==> src/core/hlbd_regs.svh <==
// hlbd_regs.svh: character codes, limits and emit positions of the block sender
// assumes: included by the sender and its helper, definitions only
`ifndef HLBD_REGS_SVH
`define HLBD_REGS_SVH

// characters placed on the stream
`define HLBD_CH_PCT      8'h25
`define HLBD_CH_CR       8'h0d
`define HLBD_CH_LF       8'h0a
`define HLBD_CH_ZERO     8'h30
`define HLBD_CH_ABORT    8'h2f
`define HLBD_HEX_ALPHA   8'h37
`define HLBD_HEX_TEN     4'ha

// block type digits
`define HLBD_TYPE_DATA   4'h6
`define HLBD_TYPE_SYM    4'h3
`define HLBD_TYPE_TERM   4'h8

// block sizing: counted header part, largest body, largest field
`define HLBD_HDR_COUNTED 8'h05
`define HLBD_BODY_MAX    10'h0f9
`define HLBD_FIELD_MAX   5'h10
`define HLBD_NAME_MIN    5'h01
`define HLBD_SYMTYPE_MIN 4'h1
`define HLBD_SYMTYPE_MAX 4'h8

// emit positions within a block
`define HLBD_IDX_PCT     9'h000
`define HLBD_IDX_LENHI   9'h001
`define HLBD_IDX_LENLO   9'h002
`define HLBD_IDX_TYPE    9'h003
`define HLBD_IDX_CKHI    9'h004
`define HLBD_IDX_CKLO    9'h005
`define HLBD_IDX_BODY    9'h006

// character value classes
`define HLBD_CH_DIG0     8'h30
`define HLBD_CH_DIG9     8'h39
`define HLBD_CH_UPA      8'h41
`define HLBD_CH_UPZ      8'h5a
`define HLBD_CH_LOA      8'h61
`define HLBD_CH_LOZ      8'h7a
`define HLBD_CH_DOLLAR   8'h24
`define HLBD_CH_DOT      8'h2e
`define HLBD_CH_USCORE   8'h5f
`define HLBD_VAL_UPA     7'h0a
`define HLBD_VAL_DOLLAR  7'h24
`define HLBD_VAL_PCT     7'h25
`define HLBD_VAL_DOT     7'h26
`define HLBD_VAL_USCORE  7'h27
`define HLBD_VAL_LOA     7'h28

`endif

==> src/core/hlbd_pkg.sv <==
// hlbd_pkg: types of the load-block sender
// assumes: used by name, never imported
package hlbd_pkg;

  typedef enum logic [2:0] {
    HLBD_KIND_DATA  = 3'b000,
    HLBD_KIND_TERM  = 3'b001,
    HLBD_KIND_SYM   = 3'b010,
    HLBD_KIND_ABORT = 3'b011
  } hlbd_kind_e;

  typedef enum logic [1:0] {
    HLBD_S_IDLE  = 2'b00,
    HLBD_S_BUILD = 2'b01,
    HLBD_S_EMIT  = 2'b10
  } hlbd_state_e;

  typedef enum logic [2:0] {
    HLBD_STEP_LEAD    = 3'b000,
    HLBD_STEP_BODY    = 3'b001,
    HLBD_STEP_BASE    = 3'b010,
    HLBD_STEP_SECLEN  = 3'b011,
    HLBD_STEP_SYMTYPE = 3'b100,
    HLBD_STEP_SYMNAME = 3'b101,
    HLBD_STEP_VALUE   = 3'b110,
    HLBD_STEP_END     = 3'b111
  } hlbd_step_e;

  typedef enum logic [2:0] {
    HLBD_F_NUM  = 3'b000,
    HLBD_F_STR  = 3'b001,
    HLBD_F_CHR  = 3'b010,
    HLBD_F_DATA = 3'b011,
    HLBD_F_SKIP = 3'b100,
    HLBD_F_END  = 3'b101
  } hlbd_fld_e;

  // one block request; name character k sits at bits [8k+7:8k]
  typedef struct packed {
    hlbd_kind_e   kind;
    logic [63:0]  addr;
    logic [7:0]   nBytes;
    logic [127:0] secName;
    logic [4:0]   secNameLen;
    logic         hasSecDef;
    logic [63:0]  secBase;
    logic [63:0]  secLen;
    logic         hasSym;
    logic [3:0]   symType;
    logic [127:0] symName;
    logic [4:0]   symNameLen;
    logic [63:0]  symValue;
  } hlbd_req_s;

endpackage

==> src/core/hlbd_char_value.sv <==
// hlbd_char_value: maps one stream character to its checksum value
// assumes: purely combinational, used by the sender for every body character
`timescale 1ns/1ps
`include "hlbd_regs.svh"

module hlbd_char_value (
  input  wire logic [7:0] ch,    // character
  output logic      [6:0] val,   // checksum value
  output logic            legal  // character belongs to the block set
);

  // class lookup by character range
  always_comb begin
    val   = 7'h00;
    legal = 1'b1;
    if (ch >= `HLBD_CH_DIG0 && ch <= `HLBD_CH_DIG9) begin
      val = 7'(ch - `HLBD_CH_DIG0);
    end else if (ch >= `HLBD_CH_UPA && ch <= `HLBD_CH_UPZ) begin
      val = 7'(ch - `HLBD_CH_UPA) + `HLBD_VAL_UPA;
    end else if (ch >= `HLBD_CH_LOA && ch <= `HLBD_CH_LOZ) begin
      val = 7'(ch - `HLBD_CH_LOA) + `HLBD_VAL_LOA;
    end else if (ch == `HLBD_CH_DOLLAR) begin
      val = `HLBD_VAL_DOLLAR;
    end else if (ch == `HLBD_CH_PCT) begin
      val = `HLBD_VAL_PCT;
    end else if (ch == `HLBD_CH_DOT) begin
      val = `HLBD_VAL_DOT;
    end else if (ch == `HLBD_CH_USCORE) begin
      val = `HLBD_VAL_USCORE;
    end else begin
      legal = 1'b0;
    end
  end

endmodule

==> src/core/hlbd_sender.sv <==
// hlbd_sender: builds and sends hex object-load blocks character by character
// assumes: one clock, sink takes a character when txValid_q and txReady are both high
`timescale 1ns/1ps
`include "hlbd_regs.svh"

// Operation
// - percent, five-char header, end-of-line
// - block at most 255 characters
// - two hex digits count block characters
// - type digit 6 data, 3 symbol, 8 end
// - checksum is mod-256 value sum
// - variable fields span 2 to 17 characters
// - data blocks first, one termination last; termination only needs a data block since the last termination or abort
// - symbol block starts with section name
// - section definition: zero, base, length
// - one section definition per section; not checked, hasSecDef is sent as requested
// - names one to sixteen legal characters; only the length is checked, not the characters
// - abandon transfer with older abort block
module hlbd_sender (
  input  wire logic              clk_sys,     // system clock
  input  wire logic              rst_n,       // async reset, active low
  input  wire logic              reqValid,    // block request offered
  input  wire hlbd_pkg::hlbd_req_s req,       // block request contents
  output logic                   reqReady_q,  // request may be taken
  output logic                   reqError_q,  // pulse: request refused
  input  wire logic              byteValid,   // object byte offered
  input  wire logic [7:0]        byteData,    // object byte
  output logic                   byteReady_q, // object byte may be taken
  output logic [7:0]             txChar_q,    // character to the link
  output logic                   txValid_q,   // character valid
  input  wire logic              txReady,     // link takes character
  output logic                   blockDone_q  // pulse: block fully sent
);

  hlbd_pkg::hlbd_state_e state_q, state_d;
  hlbd_pkg::hlbd_step_e  step_q, step_d;
  hlbd_pkg::hlbd_req_s   req_q, req_d;
  hlbd_pkg::hlbd_fld_e   fld;
  logic [8:0]  pos_q, pos_d, idx_q, idx_d;
  logic [7:0]  bodyLen_q, bodyLen_d, sum_q, sum_d;
  logic [3:0]  loNib_q, loNib_d;
  logic        sawData_q, sawData_d;
  logic        reqReady_d, reqError_d, byteReady_d, txValid_d, blockDone_d;
  logic [7:0]  txChar_d;
  logic [7:0]  bodyMem [0:255];
  logic [63:0] numVal;
  logic [127:0] strVal;
  logic [4:0]  strLen, numLen;
  logic [7:0]  chr, bodyChar, lenCount, ckSum, emitChar;
  logic        emitBody, fieldLast, reqOk;
  logic [6:0]  chVal;
  logic [9:0]  dataNeed;
  logic [8:0]  lastIdx;

  // count of significant nibbles, at least one
  function automatic logic [4:0] nibCount(input logic [63:0] v);
    logic [4:0] n;
    n = 5'h01;
    for (int i = 0; i < 16; i++) begin
      if (v[4*i +: 4] != 4'h0) n = 5'(i + 1);
    end
    return n;
  endfunction

  function automatic logic [7:0] hexChar(input logic [3:0] nib);
    return (nib < `HLBD_HEX_TEN) ? (`HLBD_CH_ZERO + {4'h0, nib})
                                 : (`HLBD_HEX_ALPHA + {4'h0, nib});
  endfunction

  function automatic logic [3:0] typeDigit(input hlbd_pkg::hlbd_kind_e k);
    logic [3:0] t;
    t = `HLBD_TYPE_DATA;
    if (k == hlbd_pkg::HLBD_KIND_SYM) t = `HLBD_TYPE_SYM;
    if (k == hlbd_pkg::HLBD_KIND_TERM) t = `HLBD_TYPE_TERM;
    return t;
  endfunction

  // checksum value of each body character
  hlbd_char_value u_value (
    .ch    (bodyChar),
    .val   (chVal),
    .legal ()
  );

  // field layout per block kind and step
  always_comb begin
    fld    = hlbd_pkg::HLBD_F_END;
    numVal = req_q.addr;
    strVal = req_q.secName;
    strLen = req_q.secNameLen;
    chr    = `HLBD_CH_ZERO;
    unique case (req_q.kind)
      hlbd_pkg::HLBD_KIND_DATA: begin
        if (step_q == hlbd_pkg::HLBD_STEP_LEAD) fld = hlbd_pkg::HLBD_F_NUM;
        if (step_q == hlbd_pkg::HLBD_STEP_BODY) begin
          fld = (req_q.nBytes == 8'h00) ? hlbd_pkg::HLBD_F_SKIP
                                        : hlbd_pkg::HLBD_F_DATA;
        end
      end
      hlbd_pkg::HLBD_KIND_TERM: begin
        if (step_q == hlbd_pkg::HLBD_STEP_LEAD) fld = hlbd_pkg::HLBD_F_NUM;
      end
      hlbd_pkg::HLBD_KIND_SYM: begin
        unique case (step_q)
          hlbd_pkg::HLBD_STEP_LEAD: fld = hlbd_pkg::HLBD_F_STR;
          hlbd_pkg::HLBD_STEP_BODY: begin
            fld = req_q.hasSecDef ? hlbd_pkg::HLBD_F_CHR : hlbd_pkg::HLBD_F_SKIP;
          end
          hlbd_pkg::HLBD_STEP_BASE: begin
            numVal = req_q.secBase;
            fld = req_q.hasSecDef ? hlbd_pkg::HLBD_F_NUM : hlbd_pkg::HLBD_F_SKIP;
          end
          hlbd_pkg::HLBD_STEP_SECLEN: begin
            numVal = req_q.secLen;
            fld = req_q.hasSecDef ? hlbd_pkg::HLBD_F_NUM : hlbd_pkg::HLBD_F_SKIP;
          end
          hlbd_pkg::HLBD_STEP_SYMTYPE: begin
            chr = hexChar(req_q.symType);
            fld = req_q.hasSym ? hlbd_pkg::HLBD_F_CHR : hlbd_pkg::HLBD_F_SKIP;
          end
          hlbd_pkg::HLBD_STEP_SYMNAME: begin
            strVal = req_q.symName;
            strLen = req_q.symNameLen;
            fld = req_q.hasSym ? hlbd_pkg::HLBD_F_STR : hlbd_pkg::HLBD_F_SKIP;
          end
          hlbd_pkg::HLBD_STEP_VALUE: begin
            numVal = req_q.symValue;
            fld = req_q.hasSym ? hlbd_pkg::HLBD_F_NUM : hlbd_pkg::HLBD_F_SKIP;
          end
          hlbd_pkg::HLBD_STEP_END: fld = hlbd_pkg::HLBD_F_END;
        endcase
      end
      hlbd_pkg::HLBD_KIND_ABORT: begin
        chr = `HLBD_CH_ABORT;
        if (step_q == hlbd_pkg::HLBD_STEP_LEAD || step_q == hlbd_pkg::HLBD_STEP_BODY) begin
          fld = hlbd_pkg::HLBD_F_CHR;
        end
      end
      default: fld = hlbd_pkg::HLBD_F_END;
    endcase
  end

  // request checks: kind, name lengths, symbol type, data fit, block order
  always_comb begin
    dataNeed = {5'h00, nibCount(req.addr)} + 10'h001 + {1'b0, req.nBytes, 1'b0};
    reqOk = 1'b1;
    unique case (req.kind)
      hlbd_pkg::HLBD_KIND_DATA: reqOk = (dataNeed <= `HLBD_BODY_MAX);
      hlbd_pkg::HLBD_KIND_TERM: reqOk = sawData_q;
      hlbd_pkg::HLBD_KIND_SYM: begin
        reqOk = (req.secNameLen >= `HLBD_NAME_MIN) && (req.secNameLen <= `HLBD_FIELD_MAX);
        if (req.hasSym) begin
          reqOk = reqOk && (req.symNameLen >= `HLBD_NAME_MIN)
                  && (req.symNameLen <= `HLBD_FIELD_MAX)
                  && (req.symType >= `HLBD_SYMTYPE_MIN)
                  && (req.symType <= `HLBD_SYMTYPE_MAX);
        end
      end
      hlbd_pkg::HLBD_KIND_ABORT: reqOk = 1'b1;
      default: reqOk = 1'b0;
    endcase
  end

  // header fields and next character of the emit phase
  always_comb begin
    lenCount = `HLBD_HDR_COUNTED + bodyLen_q;
    ckSum    = sum_q + {4'h0, lenCount[7:4]} + {4'h0, lenCount[3:0]}
               + {4'h0, typeDigit(req_q.kind)};
    lastIdx  = `HLBD_IDX_BODY + {1'b0, bodyLen_q};
    unique case (idx_q)
      `HLBD_IDX_PCT:   emitChar = `HLBD_CH_PCT;
      `HLBD_IDX_LENHI: emitChar = hexChar(lenCount[7:4]);
      `HLBD_IDX_LENLO: emitChar = hexChar(lenCount[3:0]);
      `HLBD_IDX_TYPE:  emitChar = hexChar(typeDigit(req_q.kind));
      `HLBD_IDX_CKHI:  emitChar = hexChar(ckSum[7:4]);
      `HLBD_IDX_CKLO:  emitChar = hexChar(ckSum[3:0]);
      default: begin
        if (idx_q < lastIdx) emitChar = bodyMem[8'(idx_q - `HLBD_IDX_BODY)];
        else if (idx_q == lastIdx) emitChar = `HLBD_CH_CR;
        else emitChar = `HLBD_CH_LF;
      end
    endcase
  end

  // sequencer: take request, build body, then send the block
  always_comb begin
    state_d = state_q;  step_d = step_q;  req_d = req_q;  pos_d = pos_q;
    idx_d = idx_q;  bodyLen_d = bodyLen_q;  sum_d = sum_q;  loNib_d = loNib_q;
    sawData_d = sawData_q;  reqReady_d = reqReady_q;  reqError_d = 1'b0;
    byteReady_d = byteReady_q;  txValid_d = txValid_q;  txChar_d = txChar_q;
    blockDone_d = 1'b0;  emitBody = 1'b0;  fieldLast = 1'b0;  bodyChar = chr;
    numLen = nibCount(numVal);
    unique case (state_q)
      hlbd_pkg::HLBD_S_IDLE: begin
        reqReady_d = 1'b1;
        if (reqValid && reqReady_q) begin
          reqReady_d = 1'b0;
          if (reqOk) begin
            req_d = req;
            state_d = hlbd_pkg::HLBD_S_BUILD;
            step_d = hlbd_pkg::HLBD_STEP_LEAD;
            pos_d = 9'h000;
            bodyLen_d = 8'h00;
            sum_d = 8'h00;
          end else begin
            reqError_d = 1'b1;
          end
        end
      end
      hlbd_pkg::HLBD_S_BUILD: begin
        unique case (fld)
          hlbd_pkg::HLBD_F_NUM: begin
            emitBody = 1'b1;
            fieldLast = (pos_q[4:0] == numLen);
            if (pos_q == 9'h000) bodyChar = hexChar(numLen[3:0]);
            else bodyChar = hexChar(4'(numVal >> {5'(numLen - pos_q[4:0]), 2'b00}));
          end
          hlbd_pkg::HLBD_F_STR: begin
            emitBody = 1'b1;
            fieldLast = (pos_q[4:0] == strLen);
            // names go out as given, upper and lower case keep distinct checksum values
            if (pos_q == 9'h000) bodyChar = hexChar(strLen[3:0]);
            else bodyChar = 8'(strVal >> {4'(pos_q[4:0] - 5'h01), 3'b000});
          end
          hlbd_pkg::HLBD_F_CHR: begin
            emitBody = 1'b1;
            fieldLast = 1'b1;
          end
          hlbd_pkg::HLBD_F_DATA: begin
            fieldLast = (pos_q == ({req_q.nBytes, 1'b0} - 9'h001));
            if (pos_q[0]) begin
              emitBody = 1'b1;
              bodyChar = hexChar(loNib_q);
            end else if (byteReady_q && byteValid) begin
              emitBody = 1'b1;
              byteReady_d = 1'b0;
              bodyChar = hexChar(byteData[7:4]);
              loNib_d = byteData[3:0];
            end else begin
              byteReady_d = 1'b1;
            end
          end
          hlbd_pkg::HLBD_F_SKIP: begin
            step_d = hlbd_pkg::hlbd_step_e'(step_q + 3'b001);
          end
          hlbd_pkg::HLBD_F_END: begin
            state_d = hlbd_pkg::HLBD_S_EMIT;
            idx_d = (req_q.kind == hlbd_pkg::HLBD_KIND_ABORT) ? `HLBD_IDX_BODY
                                                             : `HLBD_IDX_PCT;
          end
          default: state_d = hlbd_pkg::HLBD_S_IDLE;
        endcase
        if (emitBody) begin
          bodyLen_d = bodyLen_q + 8'h01;
          sum_d = sum_q + {1'b0, chVal};
          if (fieldLast) begin
            step_d = hlbd_pkg::hlbd_step_e'(step_q + 3'b001);
            pos_d = 9'h000;
          end else begin
            pos_d = pos_q + 9'h001;
          end
        end
      end
      hlbd_pkg::HLBD_S_EMIT: begin
        if (!txValid_q || txReady) begin
          if (idx_q <= lastIdx + 9'h001) begin
            txChar_d = emitChar;
            txValid_d = 1'b1;
            idx_d = idx_q + 9'h001;
          end else begin
            txValid_d = 1'b0;
            blockDone_d = 1'b1;
            state_d = hlbd_pkg::HLBD_S_IDLE;
            if (req_q.kind == hlbd_pkg::HLBD_KIND_DATA) sawData_d = 1'b1;
            if (req_q.kind != hlbd_pkg::HLBD_KIND_DATA &&
                req_q.kind != hlbd_pkg::HLBD_KIND_SYM) sawData_d = 1'b0;
          end
        end
      end
      default: state_d = hlbd_pkg::HLBD_S_IDLE;
    endcase
  end

  // state registers
  always_ff @(posedge clk_sys or negedge rst_n) begin
    if (!rst_n) begin
      state_q <= hlbd_pkg::HLBD_S_IDLE;
      step_q <= hlbd_pkg::HLBD_STEP_LEAD;
      req_q <= '0;
      pos_q <= 9'h000;
      idx_q <= 9'h000;
      bodyLen_q <= 8'h00;
      sum_q <= 8'h00;
      loNib_q <= 4'h0;
      sawData_q <= 1'b0;
      reqReady_q <= 1'b0;
      reqError_q <= 1'b0;
      byteReady_q <= 1'b0;
      txValid_q <= 1'b0;
      txChar_q <= 8'h00;
      blockDone_q <= 1'b0;
    end else begin
      state_q <= state_d;
      step_q <= step_d;
      req_q <= req_d;
      pos_q <= pos_d;
      idx_q <= idx_d;
      bodyLen_q <= bodyLen_d;
      sum_q <= sum_d;
      loNib_q <= loNib_d;
      sawData_q <= sawData_d;
      reqReady_q <= reqReady_d;
      reqError_q <= reqError_d;
      byteReady_q <= byteReady_d;
      txValid_q <= txValid_d;
      txChar_q <= txChar_d;
      blockDone_q <= blockDone_d;
    end
  end

  // body store, written while building
  always_ff @(posedge clk_sys) begin
    if (emitBody) bodyMem[bodyLen_q] <= bodyChar;
  end

endmodule
==> config.mk <==
export PLATFORM = sky130hd
export DESIGN_NAME = hlbd_sender
export DESIGN_NICKNAME = d
export VERILOG_FILES = /design/src/core/hlbd_pkg.sv /design/src/core/hlbd_char_value.sv /design/src/core/hlbd_sender.sv
export VERILOG_INCLUDE_DIRS = /design/src /design/src/core
export SDC_FILE = /design/constraint.sdc
export NUM_CORES = 2
export LEC_CHECK = 0
export BUFFER_PORTS_ARGS = -buffer_cell sky130_fd_sc_hd__clkbuf_2
export CORE_ASPECT_RATIO = 1.4
export CORE_MARGIN = 3
export CORE_UTILIZATION = 40
export CTS_CLUSTER_SIZE = 12
export DETAILED_ROUTE_END_ITERATION = 16
export PLACE_DENSITY_LB_ADDON = 0.1
export SLEW_MARGIN = 0
export SYNTH_ARGS = -nofsm -noshare
export SYNTH_HDL_FRONTEND = slang
export SYNTH_HIERARCHICAL = 1
export SYNTH_SLANG_ARGS = --single-unit
==> constraint.sdc <==
create_clock -name clk_sys -period 46.6 [get_ports clk_sys]
set_input_delay 9.32 -clock clk_sys [delete_from_list [all_inputs] [get_ports clk_sys]]
set_output_delay 9.32 -clock clk_sys [all_outputs]
set_load 0.03 [all_outputs]
==> reports/results.md <==
| Group | Quantity | Value |
|---|---|---|
| run status | Result of the run | finished with violations |
| run status | Violated checks | max-slew violations |
| timing | Final clock skew | 0.0416 ns |
| floorplan | Die X-Extent | 453 µm |
| yosys | Total of warnings raised by yosys | 6 |
| clocking | Post-CTS sizing | 0 |
| route | Total met3 wirelength after detailed routing | 16.5 mm |
| global route | Vias in the first global route | 62,573 |
| yosys | Gate count after technology mapping | 5,948 |
| place | Post-placement setup slack | 30.30 ns |
| power | Power Density | 43.7 nW/µm² |
| timing | Time the worst path needs with I/O delays and setup | 15.41 ns |
| worst setup path | Nature of the critical path startpoint | input port |
| timing | # setup viols final | 0 |
| clocking | Clock tree root driver cell | clkbuf_16 |
| route | Average detailed-routed wire length per instance | 30.2 µm |
| global route | Wire length of the first global-routing pass | 455 mm |
| route | DRC violation count after routing | 0 |
| worst setup path | Cell family with the largest share of critical-path delay | buffers and inverters |
| timing | Final hold violation count | 0 |
| place | Post-detailed-placement half-perimeter wirelength | 207 mm |
| yosys | Synthesized cell area | 112,000 µm² |
| route | Detailed Route Iter0 Violations | 4,451 |
| worst setup path | Cell with the largest stage delay on the worst path | buf_4 |
| timing | Post-route worst setup slack | 31.19 ns |
| place | Placed Area | 119,000 µm² |
| route | Average vias per placed instance | 5.68 |
| power | Total power after layout | 5.54 mW |
| timing | WHS | 0.479 ns |
| clocking | Depth of the CTS H-tree | 5 |
| route | Routed length on met1 | 126 mm |
| timing | Relative max-transition margin | -7.04% |
| route | Post-detailed-route count of antenna-violating nets | 0 |
| place | Buffers on Ports | 564 |
| global route | Number of antenna violations at the first check in global routing | 38 |
| route | WL final | 315 mm |
| place | Final estimated routing congestion in global placement | 0.889 |
| floorplan | Row count | 229 |
| power | Worst IR drop on VDD | 92.6 µV |
| clocking | Clock-pin slew of the registers on the worst-case setup and hold paths | 0.06 ns |
| cells and area | Leading cell types in the layout, fill and taps excluded | 2,048 x edfxtp_1, 750 x mux4_2, 592 x dfrtp_1 |
| cells and area | Fill cell instance count of the final layout | 23,945 |
| worst setup path | Critical path endpoint category | flop |
| clocking | CTS buffer count | 279 |
| global route | Aggregate global-route resource usage | 21.8% |
| yosys | Average footprint of a synthesized cell | 18.8 µm² |
| worst setup path | RR Startpoint | step_q[2] |
| clocking | Number of hold buffers added after cts | 0 |
| run | Maxcap violations | 0 |
| worst setup path | Buf+Inv Stages, Crit Path | 4 |
| global route | Maximum number of pins on one net before global-route repair | 195 |
| cells and area | Final instance area | 127,000 µm² |
| worst setup path | Critical path, cell by cell | clkbuf_2, or4_1, nor2_1, o21ai_0, a21oi_1, o21ai_0, a21oi_1, ha_1, nand3_1, nor3_1, a2111oi_0, o311ai_2, nor2_4, buf_4, buf_4, buf_4, mux2_2 |
| floorplan | Die outline area | 286,000 µm² |
| cells and area | Nets | 7,194 |
| timing | Achievable Freq | 64.9 MHz |
| timing | Final worst path period share | 33.1% |
| floorplan | Vertical die dimension | 632 µm |
| clocking | Clk Latency, worst-skew pair | 0.86 ns |
| floorplan | Core area | 278,000 µm² |
| worst setup path | Data required, critical path | 47.32 ns |
| clocking | Clock tree buffer depth | 4 |
| timing | Unrepaired setup endpoints after global routing | no |
| route | Iteration count of the initial detailed-routing pass | 6 |
| worst setup path | Critical Setup Path Class | in -> reg |
| cells and area | Proportion of layout cells with a drive suffix above 1 | 28.2% |
| timing | Total negative setup slack | 0 ns |
| power | Leakage Power | 48.7 nW |
| timing | Number of slew-limit violations in the final report | 52 |
| global route | Gr ovfl total | 0 |
| cells and area | Leading cell type in the layout, fill and taps excluded | edfxtp_1 |
| timing | Worst Max-Slew Pin Slew | 1.61 ns |
| floorplan | Initial Util | 40.2% |
| worst hold path | Class of the tightest hold or removal check | reg -> reg |
| cells and area | Layout overhead on the synthesized area | 13.5% |
| worst setup path | Peak per-stage delay on the critical path | 0.90 ns |
| route | Count of vias placed by the detailed router | 59,104 |
| worst setup path | Signal arrival time at the worst endpoint | 16.13 ns |
| route | Top routing layer used | met5 |
| worst hold path | Worst Min Path Start | req_q[117] |
| clocking | Clock tree from TritonCTS | yes |
| route | Routed wire length on met2 | 163 mm |
| yosys | Net count of the mapped netlist | 6,590 |
| worst setup path | Biggest fanout along the worst timing path | 74 |
| floorplan | Total I/O pin count | 565 |
| clocking | Buffer count from post-CTS setup fixing | 0 |
| worst setup path | Critical Path Most Common Cell | buf_4 |
| clocking | Sink count of the clock tree | 2,644 |
| worst setup path | Origin of the worst setup path | req[485] |
[per-stage QoR]
| step | std cells | utilization, % |
|---|---|---|
| 6_report | 10407 | 45.6 |
| 3_5_place_dp | 9967 | 42.7 |
| 5_1_grt | 10401 | 45.6 |
| 3_3_place_gp | 9967 | 42.7 |
| 2_1_floorplan | 5948 | - |
| 4_1_cts | 10394 | 45.6 |
[cell type report]
| class | count | area, µm² | area share (%) |
|---|---|---|---|
| sequential | 2644 | 76400 | 60.2 |
| multi-input combinational | 2892 | 33700 | 26.6 |
| clock buffer | 388 | 7800 | 6.14 |
| tap | 3696 | 4620 | 3.64 |
| timing repair buffer | 666 | 3720 | 2.93 |
| clock inverter | 39 | 349 | 0.275 |
| inverter | 69 | 264 | 0.208 |
| antenna | 13 | 32.5 | 0.0256 |
[layer usage]
metal,global-route usage (%),up-vias
met1,27.6,31680
met4,6.19,30
met3,3.67,474
li1,-,25205
met5,0,-
met2,38.4,1715
[worst register-to-register path, delay by kind of cell (launching register included)]
family                   cells  cell delay, ns
multiplexers                 1            0.27
XOR/XNOR                     1            0.16
AND/OR/NAND/NOR             12            2.15
adder cells (fa/ha/maj)      5            1.64
AO/OA/AOI/OAI               15            5.59
buffers and inverters        5            1.98
flip-flops                   1            0.91
[power by group]
group | internal, mW | switching [mW]
Combinational | 0.341 | 0.586
Clock | 1.19 | 0.886
Sequential | 2.52 | 0.0198
Total | 4.05 | 1.49
[worst paths after layout]
kind | endpoint | slack (ns) | depth (start not counted)
max reg2reg | sum_q[6] | 33.80 | 39
min | req_q[117] | 0.48 | 1
max in group asynchronous | req_q[219] | 34.99 | 4
min in group asynchronous | req_q[319] | 8.52 | 1
min reg2reg | req_q[117] | 0.48 | 1
max | req_q[152] | 31.19 | 17
[flip-flops by register name (all words and copies together), names as in the netlist, 2 cells and up]
name,flops
step_q,3
state_q,2
bodyMem,2048
pos_q,9
sum_q,8
txChar_q,8
bodyLen_q,8
req_q,539
idx_q,9
loNib_q,4
(Power assumes the default switching activity.)
